$ cat config.mk
export PLATFORM = sky130hd
export DESIGN_NAME = scs_sequencer
export DESIGN_NICKNAME = d
export VERILOG_FILES = /design/src/pkg/scs_pkg.sv /design/src/scs_sequencer.sv
export SDC_FILE = /design/constraint.sdc
export NUM_CORES = 1
export LEC_CHECK = 0
export BUFFER_PORTS_ARGS = -buffer_cell sky130_fd_sc_hd__buf_2
export CAP_MARGIN = 20
export CORE_MARGIN = 5
export CORE_UTILIZATION = 60
export CTS_CLUSTER_DIAMETER = 30
export CTS_CLUSTER_SIZE = 40
export DETAILED_ROUTE_END_ITERATION = 7
export HOLD_SLACK_MARGIN = 0.15
export PLACE_DENSITY = 0.84
export REMOVE_ABC_BUFFERS = 1
export SYNTH_ARGS = -nofsm -noshare
export SYNTH_HDL_FRONTEND = slang
export SYNTH_SLANG_ARGS = --single-unit
$ cat constraint.sdc
create_clock -name clock -period 4.1 [get_ports clock]
set_input_delay 0.82 -clock clock [delete_from_list [all_inputs] [get_ports clock]]
set_output_delay 0.82 -clock clock [all_outputs]
set_load 0.005 [all_outputs]
$ cat src/pkg/scs_pkg.sv
// Package for the successive approximation conversion sequencer.
// Assumes a single 25 MHz system clock; converter clock is an enable pulse.
package scs_pkg;

  // ==========================================================
  // Converter geometry
  localparam int unsigned RES_BITS = 10;
  localparam int unsigned CHANNELS = 6;
  localparam logic [2:0] CHANNEL_LAST = 3'h5;

  // ==========================================================
  // Conversion timing, in converter clock cycles
  // Sample point is this count plus one half cycle.
  localparam logic [4:0] SAMPLE_CYC_NORMAL = 5'h01;
  localparam logic [4:0] SAMPLE_CYC_FIRST = 5'h0d;
  // Successive approximation decisions after the first trial
  localparam logic [4:0] DECIDE_SPAN = 5'h0a;
  // Result written this many cycles after the sample cycle count
  localparam logic [4:0] WRITE_AFTER_SAMPLE = 5'h0b;

  // ==========================================================
  // Reset values
  localparam logic [6:0] PRESC_RESET = 7'h00;
  localparam logic [4:0] CYC_RESET = 5'h00;
  localparam logic [9:0] CODE_RESET = 10'h000;
  localparam logic [9:0] CODE_MSB = 10'h200;
  localparam logic [2:0] CHAN_RESET = 3'h0;

  typedef enum logic [1:0] {
    SCS_IDLE  = 2'b00,
    SCS_CONV  = 2'b01,
    SCS_EXTRA = 2'b10
  } scs_state_e;

  // Software-facing control bits of the converter control and status register
  typedef struct packed {
    logic converter_enable;
    logic start_set;
    logic free_run;
    logic int_enable;
    logic flag_clear;
    logic int_ack;
    logic [2:0] prescale_sel;
    logic [2:0] channel_sel;
  } scs_ctrl_s;

  typedef struct packed {
    scs_state_e state;
    logic [6:0] presc;
    logic [4:0] cyc;
    logic first;
    logic start_bit;
    logic flag;
    logic irq;
    logic hold_pulse;
    logic result_valid;
    logic [9:0] code;
    logic [9:0] result;
    logic [2:0] mux_sel;
    logic cmp_meta;
    logic cmp_sync;
  } scs_state_s;

endpackage : scs_pkg

$ cat src/scs_sequencer.sv
// Conversion sequencer: prescaler, timing, SAR register, flag and interrupt.
// Assumes a synchronous control source and an asynchronous comparator pin.
//
// Functional notes
// Prescaler runs while converter enabled, held reset while enable low.
// Conversion begins on next converter clock rise after start bit set.
// Normal conversion samples 1.5 converter cycles after start.
// Normal conversion writes result 13 converter cycles after start.
// Single mode adds one cycle after write, 14 cycles total.
// Start bit set during that extra cycle starts conversion immediately.
// Free-running mode restarts right after each write, 13 cycles total.
// First conversion samples at 13.5, writes at 25; totals 25 or 26.
// One of six input channels routed to converter by the multiplexer.
// Result is a 10-bit successive approximation value.
// Interrupt request can be raised when a conversion completes.
// Free-running and single software-triggered modes selectable.
// Start bit reads one during conversion, cleared at single-mode write.
// Complete flag set on write, cleared by service or software, gates irq.
`timescale 1ns/1ps
`default_nettype none

module scs_sequencer (
  input wire logic clock,
  input wire logic rst,
  input wire scs_pkg::scs_ctrl_s ctrl,
  input wire logic comparator_in,
  output logic conversion_start_bit,
  output logic complete_flag,
  output logic irq,
  output logic hold_pulse,
  output logic result_valid,
  output logic [2:0] mux_select,
  output logic [9:0] dac_code,
  output logic [9:0] result
);

  scs_pkg::scs_state_s st_reg;
  scs_pkg::scs_state_s st_next;

  // ==========================================================
  // Prescaler decode
  logic [2:0] sel_eff;
  logic [6:0] div_last;
  logic [6:0] half_last;
  logic rise;
  logic fall;
  logic [4:0] sample_cyc;
  logic [4:0] bit_idx;
  logic write_now;

  always_comb begin
    // Divide by four at least: the comparator synchroniser needs three clocks per trial
    sel_eff = (ctrl.prescale_sel < 3'h2) ? 3'h2 : ctrl.prescale_sel;
    div_last = 7'((8'h01 << sel_eff) - 8'h01);
    half_last = 7'((8'h01 << (sel_eff - 3'h1)) - 8'h01);
    rise = (st_reg.presc == div_last);
    fall = (st_reg.presc == half_last);
    sample_cyc = st_reg.first ? scs_pkg::SAMPLE_CYC_FIRST : scs_pkg::SAMPLE_CYC_NORMAL;
    bit_idx = 5'(sample_cyc + scs_pkg::DECIDE_SPAN - st_reg.cyc);
    write_now = rise && (st_reg.state == scs_pkg::SCS_CONV)
      && (st_reg.cyc == 5'(sample_cyc + scs_pkg::WRITE_AFTER_SAMPLE));
  end

  // ==========================================================
  // Next state
  always_comb begin
    st_next = st_reg;
    st_next.hold_pulse = 1'b0;
    st_next.result_valid = 1'b0;
    st_next.cmp_meta = comparator_in;
    st_next.cmp_sync = st_reg.cmp_meta;

    if (!ctrl.converter_enable) begin
      // Disabling aborts any conversion and rearms the long first conversion
      st_next.presc = scs_pkg::PRESC_RESET;
      st_next.state = scs_pkg::SCS_IDLE;
      st_next.cyc = scs_pkg::CYC_RESET;
      st_next.first = 1'b1;
      st_next.start_bit = 1'b0;
      st_next.code = scs_pkg::CODE_RESET;
    end else begin
      st_next.presc = rise ? scs_pkg::PRESC_RESET : 7'(st_reg.presc + 7'h01);
      if (ctrl.start_set) begin
        st_next.start_bit = 1'b1;
      end
      if (fall && st_reg.state == scs_pkg::SCS_CONV && st_reg.cyc == sample_cyc) begin
        st_next.hold_pulse = 1'b1; // see R3
      end
      if (rise) begin
        case (st_reg.state)
          scs_pkg::SCS_IDLE, scs_pkg::SCS_EXTRA: begin
            // Start on this rise; a start set during the extra cycle lands here too
            if (st_reg.start_bit || ctrl.start_set) begin
              st_next.state = scs_pkg::SCS_CONV; // see R2
              st_next.cyc = scs_pkg::CYC_RESET;
              st_next.code = scs_pkg::CODE_RESET;
              st_next.mux_sel = (ctrl.channel_sel > scs_pkg::CHANNEL_LAST)
                ? scs_pkg::CHANNEL_LAST : ctrl.channel_sel;
            end else begin
              st_next.state = scs_pkg::SCS_IDLE;
            end
          end
          scs_pkg::SCS_CONV: begin
            st_next.cyc = 5'(st_reg.cyc + 5'h01);
            if (st_reg.cyc == sample_cyc) begin
              st_next.code = scs_pkg::CODE_MSB;
            end else if (st_reg.cyc > sample_cyc
                && st_reg.cyc <= 5'(sample_cyc + scs_pkg::DECIDE_SPAN)) begin
              // Comparator high means the input is above the trial level
              if (!st_reg.cmp_sync) begin
                st_next.code[bit_idx[3:0]] = 1'b0;
              end
              if (bit_idx != 5'h00) begin
                st_next.code[4'(bit_idx - 5'h01)] = 1'b1;
              end
            end
            if (write_now) begin
              st_next.result = st_reg.code; // see R4
              st_next.result_valid = 1'b1;
              st_next.first = 1'b0;
              if (ctrl.free_run) begin
                st_next.state = scs_pkg::SCS_CONV; // see R7
                st_next.cyc = scs_pkg::CYC_RESET;
                st_next.code = scs_pkg::CODE_RESET;
                st_next.mux_sel = (ctrl.channel_sel > scs_pkg::CHANNEL_LAST)
                  ? scs_pkg::CHANNEL_LAST : ctrl.channel_sel;
              end else begin
                st_next.state = scs_pkg::SCS_EXTRA; // see R5
                // A start set in this very cycle is kept
                st_next.start_bit = ctrl.start_set;
              end
            end
          end
          default: begin
            st_next.state = scs_pkg::SCS_IDLE;
          end
        endcase
      end
    end

    // Set wins over a clear arriving in the same cycle
    if (ctrl.flag_clear || ctrl.int_ack) begin
      st_next.flag = 1'b0;
    end
    if (write_now && ctrl.converter_enable) begin
      st_next.flag = 1'b1;
    end
    st_next.irq = st_next.flag && ctrl.int_enable; // see R11
  end

  always_ff @(posedge clock) begin
    if (rst) begin
      st_reg.state <= scs_pkg::SCS_IDLE;
      st_reg.presc <= scs_pkg::PRESC_RESET;
      st_reg.cyc <= scs_pkg::CYC_RESET;
      st_reg.first <= 1'b1;
      st_reg.start_bit <= 1'b0;
      st_reg.flag <= 1'b0;
      st_reg.irq <= 1'b0;
      st_reg.hold_pulse <= 1'b0;
      st_reg.result_valid <= 1'b0;
      st_reg.code <= scs_pkg::CODE_RESET;
      st_reg.result <= scs_pkg::CODE_RESET;
      st_reg.mux_sel <= scs_pkg::CHAN_RESET;
      st_reg.cmp_meta <= 1'b0;
      st_reg.cmp_sync <= 1'b0;
    end else begin
      st_reg <= st_next;
    end
  end

  assign conversion_start_bit = st_reg.start_bit;
  assign complete_flag = st_reg.flag;
  assign irq = st_reg.irq;
  assign hold_pulse = st_reg.hold_pulse;
  assign result_valid = st_reg.result_valid;
  assign mux_select = st_reg.mux_sel;
  assign dac_code = st_reg.code;
  assign result = st_reg.result;
endmodule : scs_sequencer

`default_nettype wire

# Word level (Yosys, flattened, before mapping)
# Cells that the tools add are included.
# op_classes
mux,38
order_cmp,8
n_bitwise,6
shifts,2
n_reduce_logical,23
n_eq_ne,9
add_sub_neg,9
# ops
cell,count
two-way mux 10 bit,11
two-way mux 24 bit,1
case mux 10 bit (2 select lines),1
== test 7 bit,2
"left shift 1 x 3 -> 7 bit, first input constant",2
"subtractor 7 x 1 -> 7 bit, second input constant",2
two-way mux 3 bit,4
"adder 4 x 4 -> 5 bit, second input constant",2
bitwise AND 10 bit,1
"less-than comparator 4 x 5 -> 1 bit, second input constant",2
two-way mux 1 bit,10
two-way mux 5 bit,2
inverter 10 bit,1
OR 10 bit,1
case mux 5 bit (2 select lines),1
logical AND 1 bit,9
demux 1 bit (select 4 bit),2
"greater-or-equal comparator 4 x 1 -> 1 bit, second input constant",2
"adder 7 x 1 -> 7 bit, second input constant",1
two-way mux 7 bit,1
"inequality test 2 bit, second input constant",3
case mux 3 bit (2 select lines),1
AND reduction 3 bit,2
AND reduction 6 bit,1
25 further kinds,30
# totals
inputBits,15
word_cells,109
output_inout_bits,28
reg_bits,45

# Logic depth before layout (Yosys ltp)
# depth
depth_word,22
mapped_depth,8
depth_no_buf,7

# Worst setup path after synthesis
# No wires, ideal clock.
# synth_path
path_type,input -> register
from,input port ctrl[4] (netlist bit)
to,register st_reg (netlist bit dac_code[6])
slack_ps,1799
arrival_ps,2174
setup_ps,127
t_required_ps,3973
cell_stages,8
path_cell_list,buf_4 o21a_1 o211a_1 o211a_1 buf_4 buf_6 a32oi_1 o32ai_1
# synth_via
elab_chain_len,9
# synth_lines
element,line,text
start: declaration,scs_sequencer.sv:25,"input wire scs_pkg::scs_ctrl_s ctrl,"
less-than comparator 3 x 2 -> 1 bit,scs_sequencer.sv:53,sel_eff = (ctrl.prescale_sel < 3'h2) ? 3'h2 : ctrl.prescale_sel;
two-way mux 3 bit (*),scs_sequencer.sv:53,
left shift 1 x 3 -> 7 bit (*),scs_sequencer.sv:54,div_last = 7'((8'h01 << sel_eff) - 8'h01);
subtractor 7 x 1 -> 7 bit (*),scs_sequencer.sv:54,
== test 7 bit (*),scs_sequencer.sv:56,rise = (st_reg.presc == div_last);
logical AND 1 bit,scs_sequencer.sv:60,write_now = rise && (st_reg.state == scs_pkg::SCS_CONV)
logical AND 1 bit,scs_sequencer.sv:61,&& (st_reg.cyc == 5'(sample_cyc + scs_pkg::WRITE_AFTER_SAMPLE));
two-way mux 24 bit,scs_sequencer.sv:117,if (write_now) begin
case mux 10 bit (2 select lines),scs_sequencer.sv:90,case (st_reg.state)
end signal: assignment,scs_sequencer.sv:168,st_reg <= st_next;
end: declaration,scs_sequencer.sv:37,scs_pkg::scs_state_s st_reg;
# Every way passes the cells marked *; elsewhere a longest branch is shown, timed or not. The select of a mux whose other input is x is not followed.
# A chain may end at the register's enable or synchronous reset.

# Worst setup path in the final report
# layout_path
from,register st_reg[30] (netlist bit)
to,register st_reg (netlist bit dac_code[5])
# layout_via
elab_chain_len,22
# layout_lines
element,line,text
two-way mux 4 bit (*),scs_sequencer.sv:58,sample_cyc = st_reg.first ? scs_pkg::SAMPLE_CYC_FIRST : scs_pkg::SAMPLE_CYC_NORMAL;
adder 4 x 4 -> 5 bit,"scs_sequencer.sv:59, scs_sequencer.sv:108",
subtractor 5 bit,scs_sequencer.sv:59,bit_idx = 5'(sample_cyc + scs_pkg::DECIDE_SPAN - st_reg.cyc);
less-than comparator 4 x 5 -> 1 bit (not written as such) / greater-or-equal comparator 4 x 1 -> 1 bit (equally long branches),scs_sequencer.sv:111,st_next.code[bit_idx[3:0]] = 1'b0;
logical AND 1 bit (not written as such),scs_sequencer.sv:111,
two-way mux 1 bit (not written as such),scs_sequencer.sv:111,
demux 1 bit (select 4 bit),scs_sequencer.sv:111,
inverter 10 bit (no line),--,
[6 not listed],--,
two-way mux 10 bit,scs_sequencer.sv:73,if (!ctrl.converter_enable) begin
OR 10 bit (no line),--,
two-way mux 10 bit,scs_sequencer.sv:113,if (bit_idx != 5'h00) begin
two-way mux 10 bit,scs_sequencer.sv:107,end else if (st_reg.cyc > sample_cyc
two-way mux 10 bit,scs_sequencer.sv:105,if (st_reg.cyc == sample_cyc) begin
two-way mux 10 bit,scs_sequencer.sv:121,if (ctrl.free_run) begin
two-way mux 24 bit (*),scs_sequencer.sv:117,
case mux 10 bit (2 select lines) (*),scs_sequencer.sv:90,
# Marked as above.

==> run metrics <==
overall via count from detail_route=2288; max-cap violations=0; core area=4380 um2; CP max-delay cell=a22oi_1; Mapped Cells=~320; setup bufs post-CTS=0; Vias per Instance=between 5 and 6; Internal Power=0.000585 W; pwr dens=around 280 nW/um2; critical path capture point type=flop; post-route DRC violation count=0; Least-Margin Pin Slew=879 ps; max FFs per register=16; Die W=~77 um; Ys Warns=0; worst skew pair latency=roughly 310 ps; router iterations before antenna repair=5; clk slew on worst S/H paths=~90 ps; post_cts resized=0; ratio of cells with drive above 1 in the final layout=between 15 and 20%; DRT iter0 DRCs=around 240; critical path arrival=around 3200 ps; CP Class=reg2reg; Distinct cells, synth=54; CTS H-tree depth=2; Post-layout nets=between 300 and 400; cell depth of the worst flop-to-flop path=7; Initial Util=between 60 and 70%; # IOs=between 40 and 50; sequential area share after synthesis=between 30% and 40%; CTS Hold Bufs=0; Final Core Density=65.0%; initial antenna violation count=0; Reg power frac=a little under three fifths; Antenna Nets Post-Route=0; RSZ-0062 raised after global routing=no; slew margin rel.=roughly two fifths; Sw Pwr=approximately 0.00020 W; Antenna Cells=0; Post-synth EDFFs=0; CP max stage delay=around 740 ps; Lkg Pwr=between 1 and 1.5 nW; port bufs=42; GRT overflow=0; # clock sinks=45; Total Routing Usage GR=a little under a fifth; Synth Register Bits=between 40 and 50; Final Cycle Share=around 72%; Hold Path Depth=1; root buffer cell=clkbuf_8; Site Rows=24; crit-path cells=inv_1 > ha_1 > o21ai_0 > a22oi_1 > and2_1 > nand4_2 > o32ai_1; Hold Slack=around 450 ps; outcome=complete, no violations; worst clock skew=between 8 and 9 ps; Final Hold Viols=0; Hold Crit Class=reg2reg; syn_area_per_cell=8.57 um2; vias in the first global route=slightly above 2000; Detailed Place HPWL=roughly 4000 um; die area=around 6000 um2; net switching fraction of the power=roughly a quarter; Slew Viols, Final=0; Worst EP required=4320 ps; fmax=roughly 0.34 GHz; Die H=roughly 77 um; area grow syn2layout=4.55%; Post-Syn Area=roughly 2700 um2; CP Launch Type=flop; Tmin final=2950 ps; WL/cell=about 15 um; CTS tree=yes; clock network power share=37.1%; CTS Buf Count=5; largest net degree at the start of global routing=19; DRT Wirelength=approximately 5600 um; crit path max fanout=16; Comb power frac=under 10%; global-route wire length before repair=9440 um; Final Setup Violations=0; ys flop type=dfxtp_1; Placer Congestion=approximately 0.9; maximum buffer depth of the clock tree=2; Async SR Flop Fraction=0%; setup TNS=0 ps; peak supply drop=between 0.15 and 0.2 mV
==> power by group through the flow <==
stage | combinational, W | clock [W] | sequential, W
floorplan | 0.0000318 | 0 | 0.000451
global placement | 0.0000516 | 0 | 0.000451
detailed placement | 0.0000527 | 0 | 0.000451
CTS | 0.0000530 | 0.000298 | 0.000441
global route | 0.0000595 | 0.000321 | 0.000442
finish | 0.0000534 | 0.000292 | 0.000441
==> worst paths after layout <==
check | startpoint | endpoint | slack, ps
setup / recovery | st_reg[30]$_SDFFE_PP1P_ | dac_code[5]$_SDFFE_PP0P_ | 1150
hold / removal | st_next[0]$_SDFF_PP0_ | st_reg[0]$_SDFF_PP0_ | 450
setup reg to reg | st_reg[30]$_SDFFE_PP1P_ | dac_code[5]$_SDFFE_PP0P_ | 1150
hold reg to reg | st_next[0]$_SDFF_PP0_ | st_reg[0]$_SDFF_PP0_ | 450
==> Yosys cell counts (2+ instances only) <==
cell / count / area, um2
dfxtp_1: 45 / 901
buf_4: 26 / 195
nor2_1: 25 / 93.8
inv_1: 21 / 78.8
nand2_1: 20 / 75.1
nand4_1: 15 / 93.8
ha_1: 12 / 150
a21oi_1: 11 / 55.1
clkbuf_1: 11 / 41.3
mux2i_1: 10 / 100
xnor2_1: 10 / 87.6
nand3_1: 9 / 45.0
a32oi_1: 7 / 61.3
o21ai_0: 7 / 35.0
nor3_1: 6 / 30.0
o22ai_1: 6 / 37.5
xor2_1: 6 / 52.6
and3_1: 5 / 31.3
a211oi_1: 4 / 30.0
buf_2: 4 / 20.0
nor2b_1: 4 / 25.0
nor3b_1: 4 / 30.0
o211ai_1: 4 / 30.0
o32ai_1: 4 / 35.0
nand2b_1: 3 / 18.8
o31ai_1: 3 / 22.5
a21o_1: 2 / 15.0
a22o_1: 2 / 17.5
and2_1: 2 / 12.5
nor4_1: 2 / 12.5
o2111ai_1: 2 / 17.5
o211a_1: 2 / 20.0
o21a_1: 2 / 15.0
or4_1: 2 / 15.0
==> per-layer routing <==
| metal | vias to the layer above | track usage [%] | routed length [um] |
|---|---|---|---|
| li1 | 1140 | - | - |
| met4 | 0 | 6.19 | 94 |
| met2 | 77 | 29.0 | 2600 |
| met5 | - | 0 | 0 |
| met1 | 1061 | 25.9 | 2610 |
| met3 | 10 | 4.51 | 317 |
==> worst max-delay path, delay by kind of cell (launching register included) <==
kind                     cells  cell delay (ps)
AO/OA/AOI/OAI                3             1230
adder cells (fa/ha/maj)      1              570
AND/OR/NAND/NOR              2              530
flip-flops                   1              410
buffers and inverters        1              120
==> metrics by stage <==
stage               area [um2]  std cells  total power (W)  setup WS, ps
global route              2850        382         0.000823           966
finish                    2850        382         0.000787          1150
global placement          2750        374         0.000503          1370
floorplan                 2460        278         0.000483          1430
CTS                       2850        382         0.000792          1230
detailed placement        2750        374         0.000504          1300
==> kinds of logic (layout without fill, tap and decap cells) <==
kind of cell / Yosys count / count (layout) / share of synthesized area (%)
AO/OA/AOI/OAI: 65 / 65 / 18.2
multiplexers: 11 / 11 / 4.23
AND/OR/NAND/NOR: 104 / 104 / 20.3
XOR/XNOR: 16 / 16 / 5.14
adder cells (fa/ha/maj): 13 / 13 / 6.25
other: 1 / 3 / 0.138
flip-flops: 45 / 45 / 33.1
buffers and inverters: 63 / 73 / 12.7
==> layout by cell type, fill, tap and decap left out, types with 5 or more instances in the layout <==
cell      netlist  layout
a21oi_1        11      11
inv_1          21      21
nor2_1         25      25
nor3_1          6       6
nand3_1         9       9
o22ai_1         6       6
o21ai_0         7       7
xor2_1          6       6
mux2i_1        10      10
and3_1          5       5
xnor2_1        10      10
a32oi_1         7       7
ha_1           12      12
nand2_1        20      20
nand4_1        15      15
dfxtp_1        45      45
clkbuf_8        0       5
buf_2           4      42
==> cell type report <==
class	instances	area [um2]
Fill cell	387	1540
Multi-Input combinational cell	212	1480
Sequential cell	45	901
Timing Repair Buffer	44	225
Inverter	21	78.8
Clock buffer	5	68.8
Tap cell	52	65.1
Clock inverter	3	25.0
(Power assumes the default switching activity.)
